## src/verilog/usp_map.svh

```systemverilog
/*
  Constants for the serial pin block: frame layout, line levels, channel counts.
  Assumes it is included by bare name from files of the serial pin block.
*/
`ifndef USP_MAP_SVH
`define USP_MAP_SVH

// ----------------------------------------
// Frame layout
// ----------------------------------------
`define USP_DATA_BITS 8
`define USP_FRAME_BITS 10
`define USP_CNT_W 4
`define USP_TX_END 4'ha
`define USP_RX_LAST 3'h7

// ----------------------------------------
// Line levels and reset values
// ----------------------------------------
`define USP_MARK 1'b1
`define USP_SPACE 1'b0
`define USP_RTS_NEG 1'b1
`define USP_CLK_RUN_RST 3'h7

// ----------------------------------------
// Channel counts
// ----------------------------------------
`define USP_NUM_CH 3
`define USP_FLOW_CH 2
`define USP_PORT_BITS 4

`endif

```

## src/verilog/usp_pkg.sv

```systemverilog
/*
  Types shared by the serial pin block: configuration structs, state and
  pin-select enumerations, and the select decoders.
  Assumes usp_map.svh is on the include path.
*/
`include "usp_map.svh"

package usp_pkg;

  typedef logic [`USP_DATA_BITS-1:0] usp_byte_t;

  typedef struct packed {
    logic enable;
    logic loopback;
    logic clkStop;
  } usp_chcfg_t;

  // Pin choice for the third channel's transmit and receive lines.
  typedef enum logic [1:0] {
    USP_PIN_MGMT = 2'b00,
    USP_PIN_CAN = 2'b01,
    USP_PIN_I2C = 2'b10,
    USP_PIN_NONE = 2'b11
  } usp_pinsel_t;

  typedef struct packed {
    logic [1:0] ctsSel;
    logic [1:0] rtsSel;
    logic rtsOn;
    logic rtsLevelMode;
  } usp_flowcfg_t;

  typedef struct packed {
    usp_byte_t data;
    logic frameErr;
  } usp_rxword_t;

  typedef enum logic {
    USP_TX_IDLE = 1'b0,
    USP_TX_SHIFT = 1'b1
  } usp_txst_t;

  typedef enum logic [1:0] {
    USP_RX_IDLE = 2'b00,
    USP_RX_DATA = 2'b01,
    USP_RX_STOP = 2'b10
  } usp_rxst_t;

  function automatic logic usp_pick3(input usp_pinsel_t sel, input logic [2:0] pins);
    unique case (sel)
      USP_PIN_MGMT: usp_pick3 = pins[0];
      USP_PIN_CAN: usp_pick3 = pins[1];
      USP_PIN_I2C: usp_pick3 = pins[2];
      USP_PIN_NONE: usp_pick3 = `USP_MARK;
    endcase
  endfunction

  function automatic logic usp_pick4(input logic [1:0] sel, input logic [3:0] pins);
    usp_pick4 = pins[sel];
  endfunction

endpackage

```

## src/verilog/usp_rx.sv

```systemverilog
/*
  One asynchronous receiver: waits for a low start bit, shifts eight bits in
  lsb first, checks the stop bit.
  Assumes sampleEdge pulses at each rising serial clock edge and lineIn is
  synchronous to sys_clk.
*/
`timescale 1ns/100ps
`include "usp_map.svh"

module usp_rx (
  input wire logic sys_clk,
  input wire logic rst,
  input wire logic enable,
  input wire logic sampleEdge,
  input wire logic lineIn,
  output logic rxValid_r,
  output usp_pkg::usp_rxword_t rxWord_r,
  output logic busy
);
  import usp_pkg::*;

  usp_rxst_t state_r;
  usp_byte_t shift_r;
  logic [2:0] cnt_r;

  assign busy = (state_r != USP_RX_IDLE);

  // ----------------------------------------
  // Sampling
  // ----------------------------------------
  always_ff @(posedge sys_clk) begin
    if (rst || !enable) begin
      state_r <= USP_RX_IDLE;
      cnt_r <= '0;
    end else if (sampleEdge) begin
      unique case (state_r)
        USP_RX_IDLE: begin
          if (lineIn == `USP_SPACE) begin
            state_r <= USP_RX_DATA;
          end
          cnt_r <= '0;
        end
        USP_RX_DATA: begin
          if (cnt_r == `USP_RX_LAST) begin
            state_r <= USP_RX_STOP;
          end
          cnt_r <= 3'(cnt_r + 1'b1);
        end
        USP_RX_STOP: begin
          state_r <= USP_RX_IDLE;
        end
        default: begin
          state_r <= USP_RX_IDLE;
        end
      endcase
    end
  end

  always_ff @(posedge sys_clk) begin
    if (rst) begin
      shift_r <= '0;
    end else if (sampleEdge && state_r == USP_RX_DATA) begin
      shift_r <= {lineIn, shift_r[`USP_DATA_BITS-1:1]};
    end
  end

  always_ff @(posedge sys_clk) begin
    if (rst) begin
      rxValid_r <= 1'b0;
      rxWord_r <= '0;
    end else begin
      rxValid_r <= enable & sampleEdge & (state_r == USP_RX_STOP);
      if (enable && sampleEdge && state_r == USP_RX_STOP) begin
        rxWord_r <= '{data: shift_r, frameErr: ~lineIn};
      end
    end
  end
endmodule

```

## src/verilog/usp_top.sv

```systemverilog
/*
  Serial pin block: three asynchronous channels with their pin routing,
  clear-to-send and request-to-send flow lines, clock wake-up and the
  general-purpose fallback of the first two channels' pins.
  Assumes all inputs, serial clock levels included, are synchronous to sys_clk.
*/
// What this block does
// - Transmit pin sits at mark when disabled, idle or looped back.
// - Transmit bits go out lsb first on serial clock falling edges.
// - Receive line sampled on serial clock rising edges, assembled lsb first.
// - A stopped channel clock restarts on any receive line transition.
// - Three independent channels, each with its own transmit and receive.
// - Channels 0 and 1 start sending only while clear-to-send is low.
// - Request-to-send is automatic, or follows receive fill level when chosen.
// - Channel 2 transmit selectable onto management clock, CAN or I2C clock pins.
// - Channel 2 receive selectable from management data, CAN or I2C data pins.
// - Each clear-to-send comes from one of four DMA timer pins.
// - Each request-to-send routes to one of four DMA timer pins.
// - Channel 0 and 1 pins may serve as general-purpose port bits.
`timescale 1ns/100ps
`include "usp_map.svh"

module usp_top (
  input wire logic sys_clk,
  input wire logic rst,
  input wire usp_pkg::usp_chcfg_t [2:0] chCfg,
  input wire logic [2:0] serClk,
  input wire logic [2:0] txValid,
  input wire usp_pkg::usp_byte_t [2:0] txData,
  output logic [2:0] txReady,
  output logic [2:0] rxValid,
  output usp_pkg::usp_rxword_t [2:0] rxWord,
  output logic [2:0] clkRunning_r,
  input wire usp_pkg::usp_flowcfg_t [1:0] flowCfg,
  input wire logic [1:0] rxFillHigh,
  input wire usp_pkg::usp_pinsel_t tx2Sel,
  input wire usp_pkg::usp_pinsel_t rx2Sel,
  input wire logic [3:0] gpioSel,
  input wire logic [3:0] gpioOut,
  input wire logic [3:0] gpioDir,
  output logic [3:0] gpioIn_r,
  input wire logic [3:0] serial_gpio_port_in,
  output logic [3:0] serial_gpio_port_out_r,
  output logic [3:0] serial_gpio_port_oe_r,
  output logic mgmt_clock_pin_out_r,
  output logic mgmt_clock_pin_oe_r,
  output logic can_tx_pin_out_r,
  output logic can_tx_pin_oe_r,
  output logic i2c_clock_pin_out_r,
  output logic i2c_clock_pin_oe_r,
  input wire logic mgmt_data_pin,
  input wire logic can_rx_pin,
  input wire logic i2c_data_pin,
  input wire logic dma_timer2_in_pin,
  input wire logic dma_timer2_out_pin,
  input wire logic dma_timer0_in_pin,
  input wire logic dma_timer0_out_pin,
  output logic [3:0] rtsPinOut_r,
  output logic [3:0] rtsPinOe_r
);
  import usp_pkg::*;

  logic [2:0] serClkPrev_r;
  logic [2:0] rxLine_r;
  logic [2:0] rxLinePrev_r;
  logic [2:0] ctsOk_r;
  logic [1:0] rtsN_r;
  logic [2:0] bitRise;
  logic [2:0] bitFall;
  logic [2:0] txLine;
  logic [2:0] txBusy;
  logic [2:0] rxBusy;
  logic [2:0] txPinVal;
  logic [2:0] rxSrc;
  logic [3:0] ctsPins;
  logic [3:0] portOut;
  logic [3:0] portOe;
  logic [3:0] rtsOut;
  logic [3:0] rtsOe;
  logic [2:0] wake;

  assign ctsPins = {dma_timer0_out_pin, dma_timer0_in_pin, dma_timer2_out_pin, dma_timer2_in_pin};

  // ----------------------------------------
  // Serial clock edges and power-down
  // ----------------------------------------
  assign bitRise = serClk & ~serClkPrev_r & clkRunning_r;
  assign bitFall = ~serClk & serClkPrev_r & clkRunning_r;
  assign wake = rxLine_r ^ rxLinePrev_r;

  always_ff @(posedge sys_clk) begin
    if (rst) begin
      serClkPrev_r <= '0;
      rxLinePrev_r <= '1;
    end else begin
      serClkPrev_r <= serClk;
      rxLinePrev_r <= rxLine_r;
    end
  end

  // A receive transition wins over a stop request in the same cycle.
  always_ff @(posedge sys_clk) begin
    if (rst) begin
      clkRunning_r <= `USP_CLK_RUN_RST;
    end else begin
      for (int i = 0; i < `USP_NUM_CH; i++) begin
        if (wake[i]) begin
          clkRunning_r[i] <= 1'b1;
        end else if (chCfg[i].clkStop && !txBusy[i] && !rxBusy[i]) begin
          clkRunning_r[i] <= 1'b0;
        end
      end
    end
  end

  // ----------------------------------------
  // Channels
  // ----------------------------------------
  for (genvar i = 0; i < `USP_NUM_CH; i++) begin : gCh
    usp_tx uTx (
      .sys_clk(sys_clk),
      .rst(rst),
      .enable(chCfg[i].enable),
      .bitEdge(bitFall[i]),
      .ctsOk(ctsOk_r[i]),
      .txValid(txValid[i]),
      .txData(txData[i]),
      .txReady_r(txReady[i]),
      .lineOut_r(txLine[i]),
      .busy(txBusy[i])
    );
    usp_rx uRx (
      .sys_clk(sys_clk),
      .rst(rst),
      .enable(chCfg[i].enable),
      .sampleEdge(bitRise[i]),
      .lineIn(rxLine_r[i]),
      .rxValid_r(rxValid[i]),
      .rxWord_r(rxWord[i]),
      .busy(rxBusy[i])
    );
    assign txPinVal[i] = (chCfg[i].loopback || !chCfg[i].enable) ? `USP_MARK : txLine[i];
  end

  // ----------------------------------------
  // Receive line selection
  // ----------------------------------------
  always_comb begin
    rxSrc[0] = gpioSel[1] ? `USP_MARK : serial_gpio_port_in[1];
    rxSrc[1] = gpioSel[3] ? `USP_MARK : serial_gpio_port_in[3];
    rxSrc[2] = usp_pick3(rx2Sel, {i2c_data_pin, can_rx_pin, mgmt_data_pin});
    for (int i = 0; i < `USP_NUM_CH; i++) begin
      if (chCfg[i].loopback) begin
        rxSrc[i] = txLine[i];
      end
    end
  end

  always_ff @(posedge sys_clk) begin
    if (rst) begin
      rxLine_r <= '1;
    end else begin
      rxLine_r <= rxSrc;
    end
  end

  // ----------------------------------------
  // Clear-to-send
  // ----------------------------------------
  always_ff @(posedge sys_clk) begin
    if (rst) begin
      ctsOk_r <= '0;
    end else begin
      ctsOk_r[0] <= ~usp_pick4(flowCfg[0].ctsSel, ctsPins);
      ctsOk_r[1] <= ~usp_pick4(flowCfg[1].ctsSel, ctsPins);
      ctsOk_r[2] <= 1'b1;
    end
  end

  // ----------------------------------------
  // Request-to-send
  // ----------------------------------------
  always_ff @(posedge sys_clk) begin
    if (rst) begin
      rtsN_r <= {2{`USP_RTS_NEG}};
    end else begin
      for (int k = 0; k < `USP_FLOW_CH; k++) begin
        rtsN_r[k] <= flowCfg[k].rtsLevelMode ? rxFillHigh[k] : ~chCfg[k].enable;
      end
    end
  end

  // Channel 0 takes a pin that both channels claim.
  always_comb begin
    for (int p = 0; p < 4; p++) begin
      rtsOe[p] = 1'b0;
      rtsOut[p] = `USP_RTS_NEG;
      if (flowCfg[1].rtsOn && flowCfg[1].rtsSel == 2'(p)) begin
        rtsOe[p] = 1'b1;
        rtsOut[p] = rtsN_r[1];
      end
      if (flowCfg[0].rtsOn && flowCfg[0].rtsSel == 2'(p)) begin
        rtsOe[p] = 1'b1;
        rtsOut[p] = rtsN_r[0];
      end
    end
  end

  // ----------------------------------------
  // Pin drivers
  // ----------------------------------------
  always_comb begin
    for (int k = 0; k < `USP_FLOW_CH; k++) begin
      portOut[2*k] = gpioSel[2*k] ? gpioOut[2*k] : txPinVal[k];
      portOe[2*k] = gpioSel[2*k] ? gpioDir[2*k] : 1'b1;
      portOut[2*k+1] = gpioOut[2*k+1];
      portOe[2*k+1] = gpioSel[2*k+1] & gpioDir[2*k+1];
    end
  end

  always_ff @(posedge sys_clk) begin
    if (rst) begin
      serial_gpio_port_out_r <= '1;
      serial_gpio_port_oe_r <= '0;
      gpioIn_r <= '0;
      rtsPinOut_r <= '1;
      rtsPinOe_r <= '0;
    end else begin
      serial_gpio_port_out_r <= portOut;
      serial_gpio_port_oe_r <= portOe;
      gpioIn_r <= serial_gpio_port_in;
      rtsPinOut_r <= rtsOut;
      rtsPinOe_r <= rtsOe;
    end
  end

  always_ff @(posedge sys_clk) begin
    if (rst) begin
      mgmt_clock_pin_out_r <= `USP_MARK;
      mgmt_clock_pin_oe_r <= 1'b0;
      can_tx_pin_out_r <= `USP_MARK;
      can_tx_pin_oe_r <= 1'b0;
      i2c_clock_pin_out_r <= `USP_MARK;
      i2c_clock_pin_oe_r <= 1'b0;
    end else begin
      mgmt_clock_pin_out_r <= txPinVal[2];
      mgmt_clock_pin_oe_r <= (tx2Sel == USP_PIN_MGMT);
      can_tx_pin_out_r <= txPinVal[2];
      can_tx_pin_oe_r <= (tx2Sel == USP_PIN_CAN);
      i2c_clock_pin_out_r <= txPinVal[2];
      i2c_clock_pin_oe_r <= (tx2Sel == USP_PIN_I2C);
    end
  end
endmodule

```

## src/verilog/usp_tx.sv

```systemverilog
/*
  One asynchronous transmitter: start bit, eight data bits lsb first, stop bit.
  Assumes bitEdge is a one-cycle pulse at each falling edge of the serial clock.
*/
`timescale 1ns/100ps
`include "usp_map.svh"

module usp_tx (
  input wire logic sys_clk,
  input wire logic rst,
  input wire logic enable,
  input wire logic bitEdge,
  input wire logic ctsOk,
  input wire logic txValid,
  input wire usp_pkg::usp_byte_t txData,
  output logic txReady_r,
  output logic lineOut_r,
  output logic busy
);
  import usp_pkg::*;

  usp_txst_t state_r;
  logic [`USP_FRAME_BITS-1:0] shift_r;
  logic [`USP_CNT_W-1:0] cnt_r;
  logic accept;
  logic step;

  assign accept = txValid & txReady_r & enable;
  assign step = (state_r == USP_TX_SHIFT) & bitEdge & (cnt_r != `USP_TX_END);
  assign busy = (state_r == USP_TX_SHIFT);

  // ----------------------------------------
  // Sequencing
  // ----------------------------------------
  always_ff @(posedge sys_clk) begin
    if (rst || !enable) begin
      state_r <= USP_TX_IDLE;
    end else if (accept) begin
      state_r <= USP_TX_SHIFT;
    end else if (busy && bitEdge && cnt_r == `USP_TX_END) begin
      state_r <= USP_TX_IDLE;
    end
  end

  // A frame is only taken while clear-to-send holds.
  always_ff @(posedge sys_clk) begin
    if (rst) begin
      txReady_r <= 1'b0;
    end else begin
      txReady_r <= enable & ctsOk & ~accept & (state_r == USP_TX_IDLE);
    end
  end

  always_ff @(posedge sys_clk) begin
    if (rst) begin
      shift_r <= '1;
      cnt_r <= '0;
    end else if (accept) begin
      shift_r <= {`USP_MARK, txData, `USP_SPACE};
      cnt_r <= '0;
    end else if (step) begin
      shift_r <= {`USP_MARK, shift_r[`USP_FRAME_BITS-1:1]};
      cnt_r <= `USP_CNT_W'(cnt_r + 1'b1);
    end
  end

  // ----------------------------------------
  // Line
  // ----------------------------------------
  always_ff @(posedge sys_clk) begin
    if (rst || !enable || state_r == USP_TX_IDLE) begin
      lineOut_r <= `USP_MARK;
    end else if (step) begin
      lineOut_r <= shift_r[0];
    end
  end
endmodule
```

## config.mk

```make
export PLATFORM = sky130hd
export DESIGN_NAME = usp_top
export DESIGN_NICKNAME = d
export VERILOG_FILES = /design/src/verilog/usp_pkg.sv /design/src/verilog/usp_rx.sv /design/src/verilog/usp_top.sv /design/src/verilog/usp_tx.sv
export VERILOG_INCLUDE_DIRS = /design/src /design/src/verilog
export SDC_FILE = /design/constraint.sdc
export NUM_CORES = 1
export LEC_CHECK = 0
export BUFFER_PORTS_ARGS = -buffer_cell sky130_fd_sc_hd__buf_4
export CAP_MARGIN = 15
export CORE_UTILIZATION = 39
export CTS_BUF_LIST = sky130_fd_sc_hd__clkbuf_16
export DETAILED_ROUTE_END_ITERATION = 7
export HOLD_SLACK_MARGIN = 0.03
export SETUP_SLACK_MARGIN = 0.05
export SYNTH_ARGS = -nofsm -noshare
export SYNTH_HDL_FRONTEND = slang
export SYNTH_HIERARCHICAL = 1
export SYNTH_SLANG_ARGS = --single-unit
```

## constraint.sdc

```tcl
create_clock -name sys_clk -period 1.85 [get_ports sys_clk]
set_input_delay 0.37 -clock sys_clk [delete_from_list [all_inputs] [get_ports sys_clk]]
set_output_delay 0.37 -clock sys_clk [all_outputs]
set_load 0.005 [all_outputs]
```

==> flow_metrics.env <==
export IMPL_port_buffers=143
export IMPL_grt_pass1_vias=5510
export IMPL_routed_via_density=5.08
export IMPL_cp_end_kind="register"
export IMPL_rows=47
export IMPL_pin_count=144
export IMPL_syn_inst=724
export IMPL_synth_seq_cells=158
export IMPL_reg2reg_from="gCh[2].uTx/cnt_r[0]"
export IMPL_numCtsBuffers=17
export IMPL_drc=0
export IMPL_synth_area_top_cells="dfxtp_1 48%, nand2_1 7.1%, a21oi_1 5.6%"
export IMPL_path_class="register to register"
export IMPL_clkSinkCount=158
export IMPL_cp_arrival_ns=1.93
export IMPL_path_clk_slew_ns=0.06
export IMPL_synth_edff_count=0
export IMPL_syn_nets=818
export IMPL_finalSetupViolCount=0
export IMPL_tns_ns=0
export IMPL_fin_ws_ns=0.210
export IMPL_die_h_um=132
export IMPL_synth_top_cell_area_share=0.478
export IMPL_slowest_stage="nor2_1"
export IMPL_slowest_delay_ns=0.41
export IMPL_slew_violations=0
export IMPL_r2r_end="gCh[2].uTx/cnt_r[1]"
export IMPL_drt_iter0_markers=248
export IMPL_cts_root_buffer="clkbuf_16"
export IMPL_startpoint="gCh[2].uTx/cnt_r[0]"
export IMPL_synth_ff_type="dfxtp_1"
export IMPL_period_minus_slack_ns=1.64
export IMPL_ctsResizeCount=0
export IMPL_mostFrequentLayoutCells="158 x dfxtp_1, 153 x buf_4, 126 x nand2_1, 74 x a21oi_1, 49 x nor2_1"
export IMPL_clockBufferDepth=2
export IMPL_grt_antenna_before_repair=0
export IMPL_crit_end="gCh[2].uTx/cnt_r[1]"
export IMPL_whs_path_depth=2
export IMPL_synth_warnings=6
export IMPL_cts_setup_buffers=0
export IMPL_fmax_ghz=0.610
export IMPL_area_growth_pct=27.1
export IMPL_leakage_uw=0.00340
export IMPL_htree_levels=4
export IMPL_firstDrtPassIters=4
export IMPL_worstPathMaxFanout=5
export IMPL_layout_commonest_cell="dfxtp_1"
export IMPL_avgSynthCellArea_um2=9.14
export IMPL_grt_max_degree=42
export IMPL_track_usage=0.183
export IMPL_slew_headroom=0.681
export IMPL_period_share=0.887
export IMPL_die_area_mm2=0.0175
export IMPL_rr_worst_depth=5
export IMPL_via_count=5525
export IMPL_rsz0062_at_grt="false"
export IMPL_grt_pass1_wl_um=26100
export IMPL_place_congestion=0.803
export IMPL_drive_gt1_frac=0.253
export IMPL_skew_ns=0.0110
export IMPL_die_w_um=132
export IMPL_worst_pin_slew_ns=0.477
export IMPL_ant_nets=0
export IMPL_path_cells="inv_1, ha_1, and3b_1, nor2_1, a211oi_1"
export IMPL_gr_total_overflow=0
export IMPL_pre_cts_slack_ns=0.191
export IMPL_initial_core_util=0.399
export IMPL_dp_hpwl_um=11400
export IMPL_final_core_util=0.507
export IMPL_holdBufCountCts=0
export IMPL_yosys_area_top_type="dfxtp_1"
export IMPL_antenna_cells=0
export IMPL_yosys_cell_types_count=54
export IMPL_seq_area_frac_synth=0.478
export IMPL_r2r_slack_ns=0.21
export IMPL_hold_viol_final=0
export IMPL_status="finished, final reports clean"
export IMPL_synth_area_mm2=0.00662
export IMPL_clkLatencyLatePin_ns=0.42
export IMPL_ys_async_sr_fraction=0
export IMPL_maxCapViolations=0
export IMPL_cts_tree="yes"
export IMPL_worstSetupStartpointType="register"
export IMPL_routedWlPerCell_um=14.4
export IMPL_required_ns=2.14
export IMPL_routed_wl_um=15600
export IMPL_nNetsFinal=949
export IMPL_hp_class="input port to register"
export IMPL_core_mm2=0.0166
export IMPL_power_density_mw_per_mm2=917
export IMPL_vdd_drop_max_mv=0.651
cell usage after synthesis (6+ instances only):
master / instances
a21oi_1: 74
and3b_1: 9
o21ai_0: 13
nor3_1: 37
or2_2: 8
inv_1: 9
a311o_1: 6
nor2b_1: 20
buf_6: 16
nand2_1: 126
ha_1: 12
nor2_1: 49
dfxtp_1: 158
a211oi_1: 24
a2111oi_2: 6
and3_1: 8
nand4_1: 6
nand3_1: 17
nand2b_1: 7
or3_1: 6
buf_2: 20
and4_1: 9
state kept, by name, indices dropped and copies added, names as in the netlist, 4 cells and up:
signal and count:
gpioIn_r 4, gCh.uRx/shift_r 24, serial_gpio_port_oe_r 4, rtsPinOe_r 4
serial_gpio_port_out_r 4, gCh.uRx/rxWord_r 27, gCh.uTx/shift_r 27, gCh.uRx/state_r 6
gCh.uRx/cnt_r 9, rtsPinOut_r 4, gCh.uTx/cnt_r 12
metal layers:
metal	vias to the layer above	track usage	share of wire
met3	11	0.0527	0.058
li1	2833	-	-
met5	-	0	0
met4	0	0.0543	0.0074
met2	148	0.314	0.48
met1	2533	0.223	0.46
critical path: cells and delay by family (launching register included):
kind	cells	cell delay, ns
buf+inv	1	0.08
fa+ha+maj	1	0.25
compound gates	1	0.16
flops	1	0.37
simple gates	2	0.64
cells by family after synthesis:
kind of cell             after synthesis  synth area share
AND/OR/NAND/NOR                      333             0.262
flip-flops                           158             0.478
AO/OA/AOI/OAI                        157             0.163
buffers and inverters                 52            0.0527
adder cells (fa/ha/maj)               12            0.0227
multiplexers                           9            0.0180
XOR/XNOR                               3           0.00397
per-stage QoR:
step                instance area [um^2]  power (uW)  hold slack [ns]  std cells
global route                        8410        8010            0.101       1088
CTS                                 8410        7810            0.104       1088
global placement                    7770        3990            0.426       1056
finish                              8410        7720            0.121       1088
floorplan                           6620        3740            0.407        724
detailed placement                  7770        4000            0.426       1056
power by group:
group	internal, uW	switching (uW)
registers	3460	33.8
clock network	2390	1400
logic	231	203
how the worst min path moves through the flow:
stage / start / to / slack (ns)
floorplan: ctsOk_r[0] / gCh[0].uTx/txReady_r / 0.41
global placement: ctsOk_r[0] / gCh[0].uTx/txReady_r / 0.43
detailed placement: ctsOk_r[0] / gCh[0].uTx/txReady_r / 0.43
CTS: tx2Sel[0] / i2c_clock_pin_oe_r / 0.10
global route: tx2Sel[1] / can_tx_pin_oe_r / 0.10
finish: tx2Sel[1] / can_tx_pin_oe_r / 0.12
cell type report:
cell class	instances	area [um^2]
clock buffers	17	425
clock inverters	15	218
fillers	1585	8170
inverters	9	33.8
multi-input cells	514	3110
flip-flops and latches	158	3160
well taps	220	275
repair buffers	155	1190
(Power assumes the default switching activity.)
